==> src/pkg/cms_pkg.sv <==
// Package with register layout, reset values and constants for the mode/status bit bank
package cms_pkg;

	// Register byte addresses on the Avalon-MM slave
	localparam logic [3:0] OFF_ST2 = 4'h0;
	localparam logic [3:0] OFF_ST3 = 4'h4;
	localparam logic [3:0] OFF_CTRL = 4'h8;
	localparam logic [3:0] OFF_ROUND_IN_LO = 4'hC;

	// Status word two fields
	localparam int ST2_COEF_CIRC_BIT = 8;
	localparam int ST2_ROUND_SEL_BIT = 10;
	localparam int ST2_EMU_WRITE_BIT = 11;
	localparam int ST2_DEBUG_BLOCK_BIT = 12;
	localparam int ST2_ADDR_MODE_BIT = 15;
	localparam logic [15:0] ST2_IMPL_MASK = 16'h9D00;
	localparam logic [15:0] ST2_RESET = 16'h1000;

	// Status word three fields
	localparam int ST3_CLK_OFF_BIT = 2;
	localparam int ST3_BUS_FAULT_BIT = 7;
	localparam int ST3_FLUSH_BUSY_BIT = 13;
	localparam int ST3_CACHE_ON_BIT = 14;
	localparam int ST3_CACHE_LOCK_BIT = 15;
	localparam logic [15:0] ST3_IMPL_MASK = 16'hE084;
	localparam logic [15:0] ST3_RESET = 16'h0000;

	// Control register fields
	localparam int CTRL_LEGACY_BIT = 0;
	localparam int CTRL_OP_LSB = 4;
	localparam logic [15:0] CTRL_RESET = 16'h0000;

	// Write operations applied to a status word
	localparam logic [1:0] OP_WRITE = 2'h0;
	localparam logic [1:0] OP_BIT_SET = 2'h1;
	localparam logic [1:0] OP_BIT_CLEAR = 2'h2;

	// Rounding constants
	localparam logic [39:0] ROUND_HALF = 40'h00_0000_8000;
	localparam logic [15:0] HALF_LSW = 16'h8000;

	// Cache clear length and clock divider half period
	localparam int CACHE_CLR_CYCLES = 16;
	localparam logic [4:0] CACHE_CLR_LAST = 5'(CACHE_CLR_CYCLES - 1);
	localparam logic [3:0] CLOCK_OUTPUT_PIN_HALF = 4'h1;

	typedef enum logic [1:0] {
		CC_IDLE = 2'b00,
		CC_CLEAR = 2'b01,
		CC_DONE = 2'b11
	} cms_cache_state_t;

endpackage : cms_pkg

==> src/pkg/cms_round_if.sv <==
// Interface carrying an operand and its rounded result to the rounding unit
`timescale 1ns/1ps
interface cms_round_if;
	logic [39:0] operand;
	logic nearest;
	logic keep_low;
	logic [39:0] result;
	modport core (output operand, output nearest, output keep_low, input result);
	modport unit (input operand, input nearest, input keep_low, output result);
endinterface : cms_round_if

==> src/hw/cms_mode_bits.sv <==
// Status-word mode and flag bank with Avalon-MM access and core side hooks
//
// The implementer's own choices: the register offsets and the Avalon-MM interface to the registers.
`timescale 1ns/1ps

module cms_mode_bits
	import cms_pkg::*;
(
	// Clock and reset
	input wire logic MCLK_I,
	input wire logic RST_N_I,
	// Avalon-MM slave
	input wire logic [3:0] AVS_ADDRESS_I,
	input wire logic AVS_READ_I,
	input wire logic AVS_WRITE_I,
	input wire logic [31:0] AVS_WRITEDATA_I,
	output logic [31:0] AVS_READDATA_O,
	output logic AVS_WAITREQUEST_O,
	// Core pipeline events
	input wire logic IRQ_APPROVE_I,
	input wire logic IRQ_RETURN_I,
	input wire logic [15:0] STACK_ST2_I,
	output logic STACK_PUSH_O,
	output logic [15:0] STACK_ST2_O,
	input wire logic BUS_ERROR_I,
	output logic BUS_FAULT_IRQ_FLAG_SET_O,
	// Pipeline mode outputs
	output logic ADDR_MODE_SWITCH_O,
	output logic LONG_OFFSET_NO_PARALLEL_O,
	output logic COEF_PTR_CIRCULAR_O,
	output logic DEBUG_BLOCK_O,
	output logic EMU_HW_EVENT_ENABLE_O,
	output logic EMULATION_WRITE_ENABLE_O,
	output logic ROUNDING_SELECT_O,
	output logic LEGACY_COMPAT_MODE_O,
	// Rounding path
	input wire logic [39:0] ROUND_OPERAND_I,
	input wire logic ROUND_KEEP_CLASS_I,
	output logic [39:0] ROUND_RESULT_O,
	// Cache control
	output logic CACHE_INVALIDATE_O,
	output logic CACHE_ON_O,
	output logic CACHE_LOCK_O,
	output logic PREFETCH_FLUSH_O,
	// Clock output pin
	output logic CLOCK_OUTPUT_PIN_O
);

	typedef struct packed {
		logic [15:0] st2;
		logic [15:0] st3;
		logic [15:0] ctrl;
		logic [31:0] rdata;
		logic ack;
		logic push;
		logic [15:0] pushed;
		logic flush;
		logic fault_irq;
		logic [39:0] rnd;
		cms_cache_state_t cstate;
		logic [4:0] ccount;
		logic [3:0] div;
		logic clk_out;
	} cms_state_t;

	cms_state_t state_reg;
	cms_state_t state_next;
	cms_round_if rif();

	cms_rounder u_rounder (
		.rif(rif.unit)
	);

	assign rif.operand = ROUND_OPERAND_I;
	assign rif.nearest = state_reg.st2[ST2_ROUND_SEL_BIT];
	assign rif.keep_low = state_reg.ctrl[CTRL_LEGACY_BIT] & ROUND_KEEP_CLASS_I;

	logic acc;
	logic wr;
	logic [1:0] op;
	logic [15:0] wval;
	logic clr_start;

	// Apply a plain write, a bit set or a bit clear to a status word
	function automatic logic [15:0] apply_op(input logic [15:0] cur, input logic [1:0] o,
		input logic [15:0] v, input logic [15:0] mask);
		logic [15:0] r;
		r = cur;
		case (o)
			OP_BIT_SET: r = cur | v;
			OP_BIT_CLEAR: r = cur & ~v;
			default: r = v;
		endcase
		return r & mask;
	endfunction

	always_comb
	begin
		state_next = state_reg;
		acc = (AVS_READ_I | AVS_WRITE_I) & ~state_reg.ack;
		wr = AVS_WRITE_I & acc;
		op = state_reg.ctrl[CTRL_OP_LSB +: 2];
		wval = AVS_WRITEDATA_I[15:0];
		clr_start = wr && AVS_ADDRESS_I == OFF_ST3 && op == OP_BIT_SET && wval[ST3_FLUSH_BUSY_BIT];
		state_next.ack = acc;
		state_next.push = 1'b0;
		state_next.flush = 1'b0;
		state_next.fault_irq = 1'b0;
		state_next.rnd = rif.result;

		// Software access; answer lands one cycle after the request is seen
		if (acc)
		begin
			case (AVS_ADDRESS_I)
				OFF_ST2: state_next.rdata = {16'h0000, state_reg.st2};
				OFF_ST3: state_next.rdata = {16'h0000, state_reg.st3};
				OFF_CTRL: state_next.rdata = {16'h0000, state_reg.ctrl};
				default: state_next.rdata = 32'h0000_0000;
			endcase
		end

		if (wr && AVS_ADDRESS_I == OFF_ST2)
		begin
			state_next.st2 = apply_op(state_reg.st2, op, wval, ST2_IMPL_MASK);
			// Every op code other than set or clear behaves as a plain write
			if (op != OP_BIT_SET && op != OP_BIT_CLEAR)
				state_next.st2[ST2_DEBUG_BLOCK_BIT] = state_reg.st2[ST2_DEBUG_BLOCK_BIT];
		end
		if (wr && AVS_ADDRESS_I == OFF_ST3)
		begin
			state_next.st3 = apply_op(state_reg.st3, op, wval, ST3_IMPL_MASK);
			// Software can never set the fault flag; a plain write of zero or a bit clear of one clears it
			state_next.st3[ST3_BUS_FAULT_BIT] = state_reg.st3[ST3_BUS_FAULT_BIT] &
				state_next.st3[ST3_BUS_FAULT_BIT];
			// Clearing starts only by a set; a write of 0 cannot abort it
			state_next.st3[ST3_FLUSH_BUSY_BIT] = state_reg.st3[ST3_FLUSH_BUSY_BIT] |
				clr_start;
			if (state_reg.st3[ST3_CACHE_ON_BIT] && !state_next.st3[ST3_CACHE_ON_BIT])
				state_next.flush = 1'b1;
		end
		if (wr && AVS_ADDRESS_I == OFF_CTRL)
			state_next.ctrl = wval & 16'h0031;

		// Interrupt entry and return take priority over software
		if (IRQ_APPROVE_I)
		begin
			state_next.push = 1'b1;
			state_next.pushed = state_reg.st2;
			state_next.st2[ST2_DEBUG_BLOCK_BIT] = 1'b1;
			state_next.st2[ST2_EMU_WRITE_BIT] = 1'b0;
		end
		else if (IRQ_RETURN_I)
		begin
			state_next.st2[ST2_DEBUG_BLOCK_BIT] = STACK_ST2_I[ST2_DEBUG_BLOCK_BIT];
			state_next.st2[ST2_EMU_WRITE_BIT] = STACK_ST2_I[ST2_EMU_WRITE_BIT];
		end

		// Bus error set wins over a same-cycle clear
		if (BUS_ERROR_I)
		begin
			state_next.st3[ST3_BUS_FAULT_BIT] = 1'b1;
			state_next.fault_irq = 1'b1;
		end

		// Cache clearing sequence
		case (state_reg.cstate)
			CC_IDLE:
			begin
				state_next.ccount = 5'h00;
				if (state_reg.st3[ST3_FLUSH_BUSY_BIT])
					state_next.cstate = CC_CLEAR;
			end
			CC_CLEAR:
			begin
				state_next.ccount = state_reg.ccount + 5'h01;
				if (state_reg.ccount == CACHE_CLR_LAST)
					state_next.cstate = CC_DONE;
			end
			CC_DONE:
			begin
				// A new clear requested in this very cycle wins, so it is not lost
				state_next.st3[ST3_FLUSH_BUSY_BIT] = clr_start;
				state_next.flush = 1'b1;
				state_next.cstate = CC_IDLE;
			end
			default: state_next.cstate = CC_IDLE;
		endcase

		// Clock output divider, parked high when disabled
		if (state_reg.st3[ST3_CLK_OFF_BIT])
		begin
			state_next.div = 4'h0;
			state_next.clk_out = 1'b1;
		end
		else if (state_reg.div == CLOCK_OUTPUT_PIN_HALF)
		begin
			state_next.div = 4'h0;
			state_next.clk_out = ~state_reg.clk_out;
		end
		else
			state_next.div = state_reg.div + 4'h1;
	end

	always_ff @(posedge MCLK_I)
	begin
		if (!RST_N_I)
		begin
			state_reg <= '0;
			state_reg.st2 <= ST2_RESET;
			state_reg.st3 <= ST3_RESET;
			state_reg.ctrl <= CTRL_RESET;
			state_reg.cstate <= CC_IDLE;
			state_reg.clk_out <= 1'b1;
		end
		else
			state_reg <= state_next;
	end

	assign AVS_WAITREQUEST_O = (AVS_READ_I | AVS_WRITE_I) & ~state_reg.ack;
	assign AVS_READDATA_O = state_reg.rdata;
	assign STACK_PUSH_O = state_reg.push;
	assign STACK_ST2_O = state_reg.pushed;
	assign BUS_FAULT_IRQ_FLAG_SET_O = state_reg.fault_irq;
	assign ADDR_MODE_SWITCH_O = state_reg.st2[ST2_ADDR_MODE_BIT];
	assign LONG_OFFSET_NO_PARALLEL_O = state_reg.st2[ST2_ADDR_MODE_BIT];
	assign COEF_PTR_CIRCULAR_O = state_reg.st2[ST2_COEF_CIRC_BIT];
	assign DEBUG_BLOCK_O = state_reg.st2[ST2_DEBUG_BLOCK_BIT];
	assign EMU_HW_EVENT_ENABLE_O = ~state_reg.st2[ST2_DEBUG_BLOCK_BIT];
	assign EMULATION_WRITE_ENABLE_O = state_reg.st2[ST2_EMU_WRITE_BIT];
	assign ROUNDING_SELECT_O = state_reg.st2[ST2_ROUND_SEL_BIT];
	assign LEGACY_COMPAT_MODE_O = state_reg.ctrl[CTRL_LEGACY_BIT];
	assign ROUND_RESULT_O = state_reg.rnd;
	assign CACHE_INVALIDATE_O = state_reg.st3[ST3_FLUSH_BUSY_BIT];
	assign CACHE_ON_O = state_reg.st3[ST3_CACHE_ON_BIT];
	assign CACHE_LOCK_O = state_reg.st3[ST3_CACHE_LOCK_BIT];
	assign PREFETCH_FLUSH_O = state_reg.flush;
	assign CLOCK_OUTPUT_PIN_O = state_reg.clk_out;

endmodule // cms_mode_bits

==> src/hw/cms_rounder.sv <==
// Rounding unit for the D-unit rnd() qualifier
`timescale 1ns/1ps
module cms_rounder
	import cms_pkg::*;
(
	cms_round_if.unit rif
);
	logic [39:0] sum;
	logic add_half;

	always_comb
	begin
		add_half = 1'b1;
		if (rif.nearest)
		begin
			if (rif.operand[15:0] < HALF_LSW)
				add_half = 1'b0;
			else if (rif.operand[15:0] == HALF_LSW)
				add_half = rif.operand[16];
			else
				add_half = 1'b1;
		end
		sum = add_half ? (rif.operand + ROUND_HALF) : rif.operand;
		if (rif.keep_low)
			rif.result = sum;
		else
			rif.result = {sum[39:16], 16'h0000};
	end
endmodule // cms_rounder

==> config.mk <==
export PLATFORM = sky130hd
export DESIGN_NAME = cms_mode_bits
export DESIGN_NICKNAME = d
export VERILOG_FILES = /design/src/pkg/cms_pkg.sv /design/src/pkg/cms_round_if.sv /design/src/hw/cms_mode_bits.sv /design/src/hw/cms_rounder.sv
export SDC_FILE = /design/constraint.sdc
export NUM_CORES = 1
export LEC_CHECK = 0
export BUFFER_PORTS_ARGS = -buffer_cell sky130_fd_sc_hd__buf_2
export CORE_AREA = 2 2 99 101
export CTS_BUF_LIST = sky130_fd_sc_hd__clkbuf_8
export DETAILED_ROUTE_END_ITERATION = 8
export DIE_AREA = 0 0 101 103
export GPL_TIMING_DRIVEN = 0
export PLACE_DENSITY = 0.86
export REMOVE_ABC_BUFFERS = 1
export SYNTH_ARGS = -nofsm -noshare
export SYNTH_HDL_FRONTEND = slang
export SYNTH_SLANG_ARGS = --single-unit
==> constraint.sdc <==
create_clock -name MCLK_I -period 1.96 [get_ports MCLK_I]
set_clock_uncertainty 0.1 [all_clocks]
set_input_delay 0.294 -clock MCLK_I [delete_from_list [all_inputs] [get_ports MCLK_I]]
set_output_delay 0.294 -clock MCLK_I [all_outputs]
set_load 0.02 [all_outputs]
# == Word-level counts from Yosys, hierarchy flattened ==
# Cells that the tools add are included.
# totals
elab_cells,95
output_inout_bits,104
reg_bits,106
input_bits,100
# classes
n_reduce_logical,20
order_cmp,1
eq_ne,14
muxes,23
n_bitwise,15
add_sub_neg,3
# ops
op,count
$pmux 16 s2,2
$pmux 16 s3,1
$add 40x16->40 const B,1
$mux 40,1
$and 16x16->16,2
$or 16x16->16,2
$mux 17,1
$eq 16x16->1 const B,1
$lt 16x16->1 const B,1
$mux 16,1
$not 16->16,1
$mux 14,1
$mux 13,1
$mux 1,10
$pmux 5 s2,1
$ne 2x2->1 const B,4
$reduce_bool 2->1,4
$logic_and 1x1->1,7
$mux 2,3
$reduce_and 2->1,3
$add 5x1->5 const B,1
$eq 5x4->1 const B,1
$add 4x1->4 const B,1
$and 1x1->1,4
14 further kinds,21

# == Depth between registers and ports, before layout ==
# Gate-level depths: netlist of the first run.
# depth
word_depth,10
ltp_mapped,8
ltp_nobuf,7

# == By module ==
# From an unflattened synthesis of the first run, not the netlist that was laid out.
# hier_totals
hier_cells,503
hier_area_um2,4555.6
# by_module_without_submodules
mod,n_inst,seq_area_each_um2,area_each_um2,cells_per_inst
cms_mode_bits,1,1721.7,3728.6,397
cms_rounder,1,0.0,827.0,106

# == Least setup slack after synthesis of the first run ==
# No wires, ideal clock.
# synth_timing
kind,register to register
startpoint,reg state_reg (netlist bit ROUNDING_SELECT_O)
endpoint,reg state_reg (netlist bit ROUND_RESULT_O[25])
required_ps,1745
t_arrival_ps,1521
setup_slack_ps,224
path_stages_with_launch,7
n_path_buf,1
synth_period_minus_slack_ps,1736
setup_ps,115
cell_sequence,dfxtp_1 -> nor4b_1 -> nand4_1 -> o21ai_2 -> buf_4 -> nor3_1 -> o21a_1
# synth_between
elab_chain_cells,2
# synth_lines
item,line,source
from (decl),cms_mode_bits.sv:66,cms_state_t state_reg;
from (signal assigned),cms_mode_bits.sv:216,state_reg <= state_next;
$mux 1,cms_rounder.sv:14,if (rif.nearest)
$mux 40,cms_rounder.sv:23,sum = add_half ? (rif.operand + ROUND_HALF) : rif.operand;
# No other way between the ends.
# A chain may end at the register's enable or synchronous reset.

# == Final worst setup path of the first run ==
# layout_timing
startpoint,reg state_reg (netlist bit ROUNDING_SELECT_O)
endpoint,reg state_reg (netlist bit ROUND_RESULT_O[31])
# Same word-level chain as after synthesis.

==> results of run 1 <==
synth_stat cells (3+ instances only):
cell,instances
inv_1,17
nand3_1,11
xnor2_1,4
nand2b_1,9
a22oi_1,13
clkbuf_1,15
nand4_1,4
ha_1,7
buf_4,90
o31ai_1,3
o21a_1,3
dfxtp_1,86
nor2b_1,7
nor3_1,5
nor2_1,50
xor2_1,5
a211oi_1,6
o21ai_0,19
nand2_1,21
and3_1,8
a21oi_1,31
mux2i_1,12
and2_1,21
or3_1,9
through the flow:
| step | setup slack (ns) | power (mW) | std cells | util | setup TNS (ns) |
|---|---|---|---|---|---|
| global placement | -0.888 | 2.27 | 663 | 0.467 | -32.37 |
| CTS | 0.0731 | 3.69 | 682 | 0.498 | 0 |
| detailed placement | -0.320 | 2.29 | 664 | 0.469 | -6.66 |
| global route | 0.0523 | 3.82 | 682 | 0.498 | 0 |
| finish | 0.154 | 3.66 | 682 | 0.498 | 0 |
| floorplan | 0.172 | 2.10 | 411 | - | 0 |
power by group through the flow:
stage	Clock [mW]	Sequential, mW	Combinational (mW)
4_1_cts	1.43	1.83	0.434
3_3_place_gp	0	1.86	0.407
3_5_place_dp	0	1.87	0.425
2_1_floorplan	0	1.91	0.184
5_1_grt	1.51	1.83	0.479
6_report	1.39	1.82	0.437
cells in the final DEF (no fill, tap or decap), types with 3 or more instances in the layout:
cell and n:
inv_1 18, o21a_1 3, nor3_1 5, dfxtp_1 85, o21ai_0 19, and2_1 21, conb_1 31, nand4_1 4
a21oi_1 31, o31ai_1 3, mux2i_1 12, xor2_1 5, clkbuf_8 10, and3_1 8, nor2b_1 7, or3_1 9
ha_1 7, nand2_1 21, a22oi_1 13, nor2_1 50, nand2b_1 9, a211oi_1 6, xnor2_1 4, buf_2 138
nand3_1 11
layer usage:
metal,global-route usage,wire (um)
met5,0,0
met4,0.0676,129
met3,0.0481,598
met1,0.208,3990
met2,0.311,4700
cells by family after synthesis:
family / count (synthesis) / share of synthesized area
compound gates: 83 / 0.121
fa+ha+maj: 7 / 0.0208
mux: 13 / 0.0313
simple gates: 164 / 0.208
xor+xnor: 9 / 0.0188
buf+inv: 123 / 0.190
flops: 86 / 0.410
other cells: 1 / 0.000893
area by class of cell:
| class | instances | area [um2] |
|---|---|---|
| Inverter | 18 | 71.3 |
| Sequential cell | 86 | 1720 |
| Fill cell | 878 | 4750 |
| Tap cell | 114 | 143 |
| Timing Repair Buffer | 141 | 738 |
| Clock buffer | 10 | 138 |
| Clock inverter | 6 | 85.1 |
| Multi-Input combinational cell | 307 | 1820 |
worst paths after layout:
kind | from | end | slack, ns | cells past startpoint
worst min register to register | state_reg[1] | state_reg[1] | 0.38 | 1
worst max register to register | ROUNDING_SELECT_O | ROUND_RESULT_O[31] | 0.15 | 6
worst min-delay path | ROUND_OPERAND_I[11] | ROUND_RESULT_O[11] | 0.06 | 2
worst max-delay path | ROUNDING_SELECT_O | ROUND_RESULT_O[31] | 0.15 | 6
worst max-delay path, delay by kind of cell, from the launching register on:
kind | cells | cell delay (ns)
buffers and inverters | 1 | 0.15
and+or+nand+nor | 3 | 0.86
AOI/OAI and AO/OA | 2 | 0.25
DFF | 1 | 0.37
repair_timing:
action                                  in CTS  in global routing
pin swaps                                    2                  0
setup buffers                                2                  0
endpoints found under the setup margin      12                  9
resized for setup                            3                  2
==> metrics, run 1 <==
leading area contributor after synthesis=dfxtp_1; gp weighted congestion=0.783; Ant. Diodes=0; drt total wl=9.42 mm; finished layout cell area=4710 um2; final setup fails=0; crit-path max FO=15; Longest Clk Path Bufs=2; first-pass detailed-route iteration total=5; Rel. slew slack=0.515; Pwr Density=776 nW/um2; first-pass GRT wire length=14.4 mm; DR vias=3417; sequential share of power=0.499; Clock Tree Root=clkbuf_8; ranking of synthesized cells by area=dfxtp_1 (41%), buf_4 (16%), nor2_1 (4.5%); worst setup path category=reg -> reg; Worst Path Arrival=1.99 ns; drt wl/cell=13.8 um; via/cell ratio=5.01; Detailed Place HPWL=7.03 mm; Site Rows=36; Yosys top cell area share=0.410; Maximum Capacitance Violations=0; number of flops mapped to enable cells by yosys=0; crit path cell chain=nand2b_1, and2_1, o21ai_4, buf_12, or4_1, a21oi_1; Slew Viols, Final=0; CTS tree=done; placed cell area=4440 um2; Final min period=1.81 ns; 1st-iter DRT viols=157; crit path capture type=flop; CP peak stage delay=0.49 ns; Crit path required time=2.14 ns; clk_lat worst skew=0.35 ns; IO Pins=204; CTS HTree Levels=3; HP Class=in -> reg; GRT Overall Usage=0.178; layout cell share with drive strength beyond 1=0.299; sw frac=0.262; CTS sink cnt=86; CTS Buf Count=9; core area=9460 um2; CP max-delay cell=or4_1; max FFs per register=40; Post-route DRC=0; library cells used by synthesis=46; YS warnings=0; internal power=2.70 mW; fin crit share=0.921; largest net degree at the start of global routing=35; unrepaired setup endpoints after global routing=no; Achievable Freq=554 MHz; Worst Tran Pin Value=0.727 ns; hold_buf cts=0; Synth-to-Final Area Change=12.2%; LEAKAGE=2.25 nW; ys async rst share=0; final net count=670; initial antenna violation count=0; VDD IR max=0.394 mV; Worst-path clk slew=0.09 ns; Netlist Area Pre-Place=4200 um2; dominant synthesized flop cell=dfxtp_1; die area=10400 um2; Starting Density=0.444; Clk pwr share=0.381; FF+latch count, synth=86; Psw=0.958 mW; Post-DRT Antenna Nets=0; total gr overflow=0; Hold WS=0.0575 ns; I/O Buffers=138; die width=101 um; vias in the first global route=3063; critical path launch point type=flop; final hold vios=0; syn_area_per_cell=8.65 um2; status=complete, no violations; combinational power share=0.120; Mapped Cells=486; die height=103 um; register area share after synthesis=0.410
Power figures use the tool's default switching activity.
==> run 2, diff against run 1 <==
CORE_AREA = 2 2 103 105   (was 2 2 99 101)
DIE_AREA = 0 0 105 107   (was 0 0 101 103)
PLACE_DENSITY = 0.84   (was 0.86)
SYNTH_HIERARCHICAL = 1   (was default)
==> run 2 against run 1 <==
Cell count rose by 5.0%; sequential power about the same; register-to-register slack is essentially flat; global-route usage shrank 0.31 points; maximum frequency up 0.30%; synthesized cell count rose by 3.5%; design area up 6.0%; critical path type unchanged; largest cell class unchanged.
==> metrics, run 2 <==
FF+latch count, synth=86 (unchanged); final setup fails=0 (unchanged); layout cell share with drive strength beyond 1=0.310 (+0.0110); Yosys top cell area share=0.378 (-0.0318); max FFs per register=40 (unchanged); Detailed Place HPWL=7.28 mm (+3.5%); Worst-path clk slew=0.09 ns (about the same); crit-path max FO=10 (-5); final hold vios=0 (unchanged); vias in the first global route=3287 (+7.3%); die height=107 um (+3.9%); pre-CTS WS=-0.430 ns (-0.110 ns); Fillers=961 (+9.5%); worst setup path category=reg -> reg; Reg area=1720 um2 (unchanged); core area=10100 um2 (+6.7%); Ant. Diodes=0 (unchanged); CP peak stage delay=0.47 ns (-0.02 ns); Maximum Capacitance Violations=0 (unchanged); post-synthesis adder-cell area fraction=0.0192 (-0.00162); CTS HTree Levels=3 (unchanged); Site Rows=37 (+2.8%); register area share after synthesis=0.378 (-0.0318); Setup WS post-layout=0.160 ns (+0.00541 ns); ranking of synthesized cells by area=dfxtp_1 (38%), buf_4 (15%), and2_1 (8.0%); Reg2Reg Depth=5 (-1); critical path launch point type=flop; most common cell after layout, fill and taps aside=buf_2; leading area contributor after synthesis=dfxtp_1; post-synthesis mux area share=0.0220 (-0.00930); Post-CTS Setup Bufs=0 (-2); IO Pins=204 (unchanged); Achievable Freq=555 MHz (+0.30%); dominant synthesized flop cell=dfxtp_1; first-pass GRT wire length=15.6 mm (+8.7%); Worst Tran Pin Value=1.17 ns (+0.447 ns); fin util=0.495 (-0.00324); fin crit share=0.919 (-0.00276); number of flops mapped to enable cells by yosys=0 (unchanged); unrepaired setup endpoints after global routing=no; die area=11200 um2 (+8.0%); Rel. slew slack=0.213 (-0.302); Post-route DRC=0 (unchanged); Longest Clk Path Bufs=2 (unchanged); DR vias=3493 (+2.2%); area of the multi-input gates=2160 um2 (+19%); crit path cell chain=inv_1, ha_1, nor2_4, a2bb2oi_1, o32ai_2; Worst Path Arrival=1.95 ns (-0.04 ns); Final min period=1.80 ns (-0.00541 ns); Starting Density=0.451 (+0.00722); die width=105 um (+4.0%); simple-gate area share of the yosys netlist=0.237 (+0.0297); final net count=682 (+1.8%); ys async rst share=0 (unchanged); initial antenna violation count=0 (unchanged); hold path depth=3 (+1); top post-synthesis cells by count=buf_4 (90), dfxtp_1 (86), and2_1 (58), nor2_1 (41), a21oi_1 (20); status=complete, no violations; YS warnings=6 (+6); CTS tree=done; I/O Buffers=138 (unchanged); Clock Tree Root=clkbuf_8; CTS Buf Count=9 (unchanged); Crit path required time=2.11 ns (-0.03 ns); via/cell ratio=4.88 (-2.6%); Netlist Area Pre-Place=4560 um2 (+8.4%); library cells used by synthesis=56 (+22%); Slew Viols, Final=0 (unchanged); drt wl/cell=13.9 um (+0.93%); total gr overflow=0 (unchanged); Synth-to-Final Area Change=9.67%; 1st-iter DRT viols=117 (-25%); HP Class=in -> reg; Pwr Density=706 nW/um2 (-8.9%); clk_lat worst skew=0.36 ns (about the same); gp weighted congestion=0.848 (+8.4%); largest net degree at the start of global routing=50 (+43%); xor-xnor portion of the synthesized cell area=0.0481 (+0.0293); GRT Overall Usage=0.175 (-0.00309); largest family of logic cells by synthesized area=simple AND/OR/NAND/NOR gates; most frequent cells in the layout=buf_2 (138), dfxtp_1 (85), and2_1 (58); Post-DRT Antenna Nets=0 (unchanged); first-pass detailed-route iteration total=4 (-1); drt total wl=9.99 mm (+6.0%); top-count cell post-synth=buf_4; crit path capture type=flop; VDD IR max=0.363 mV (-7.8%); CP max-delay cell=ha_1; CTS sink cnt=86 (unchanged); syn_area_per_cell=9.06 um2 (+4.8%); Synth Area in Compound Gates=0.113 (-0.00773); LEAKAGE=2.32 nW (+3.2%); Mapped Cells=503 (+3.5%)
## run 2: changes by cell type in the layout (fill, tap and decap cells not counted), moves of 8 or more
| cell | change |
|---|---|
| or3_1 | -8 |
| nor2_1 | -10 |
| a21oi_1 | -11 |
| and2_1 | +37 |
| o21ai_0 | -11 |
| xor2_1 | +9 |
## run 2: final timing paths
check,start,end,slack [ns]
setup / recovery,op[0],PREFETCH_FLUSH_O,0.16
hold / removal,BUS_ERROR_I,BUS_FAULT_IRQ_FLAG_SET_O,0.05
setup reg to reg,op[0],PREFETCH_FLUSH_O,0.16
hold reg to reg,state_reg[1],state_reg[1],0.37
## run 2: logic make-up after synthesis
group / Yosys count
other: 1
XOR/XNOR: 25
buffers and inverters: 125
multiplexers: 10
adder cells (fa/ha/maj): 7
AND/OR/NAND/NOR: 184
AO/OA/AOI/OAI: 65
flip-flops: 86
## run 2: worst max-delay path, delay by kind of cell (launching register included)
| kind | cells | cell delay [ns] |
|---|---|---|
| buf+inv | 1 | 0.07 |
| fa+ha+maj | 1 | 0.47 |
| flops | 1 | 0.39 |
| simple gates | 1 | 0.23 |
| compound gates | 2 | 0.42 |
## run 2: routing by layer
| layer | wire length, um | track usage | vias up |
|---|---|---|---|
| li1 | - | - | 1708 |
| met1 | 3990 | 0.190 | 1630 |
| met2 | 5160 | 0.323 | 144 |
| met3 | 698 | 0.0419 | 11 |
| met4 | 133 | 0.0743 | 0 |
| met5 | 0 | 0 | - |
## run 2: timing repair
action	4_1_cts	5_1_grt
cloned	1	0
pin swaps	1	0
endpoints found under the setup margin	22	8
hold buffers	0	0
gates resized for setup	4	3
## run 2: cell type report
cell class,count,share of cell area
Multi-Input combinational cell,323,0.432
Timing Repair Buffer,138,0.138
Sequential cell,86,0.345
Clock inverter,6,0.0110
Tap cell,136,0.0341
Clock buffer,10,0.0275
Inverter,17,0.0128
## run 2: per-stage QoR
stage / instances / cell area (um2) / hold WS, ns / TNS [ns] / total power [mW]
detailed placement: 699 / 4760 / 0.352 / -6.91 / 2.33
global placement: 699 / 4760 / 0.349 / -5.19 / 2.31
finish: 716 / 5000 / 0.0506 / 0 / 3.53
CTS: 716 / 4990 / 0.0350 / 0 / 3.56
floorplan: 425 / 3900 / 0.308 / 0 / 2.13
global route: 716 / 5000 / 0.0553 / 0 / 3.68
## run 2: power by group
| part | leakage (nW) | internal (mW) | switching [mW] |
|---|---|---|---|
| Combinational | 1.51 | 0.165 | 0.303 |
| Clock | 0.110 | 0.611 | 0.624 |
| Sequential | 0.702 | 1.80 | 0.0244 |
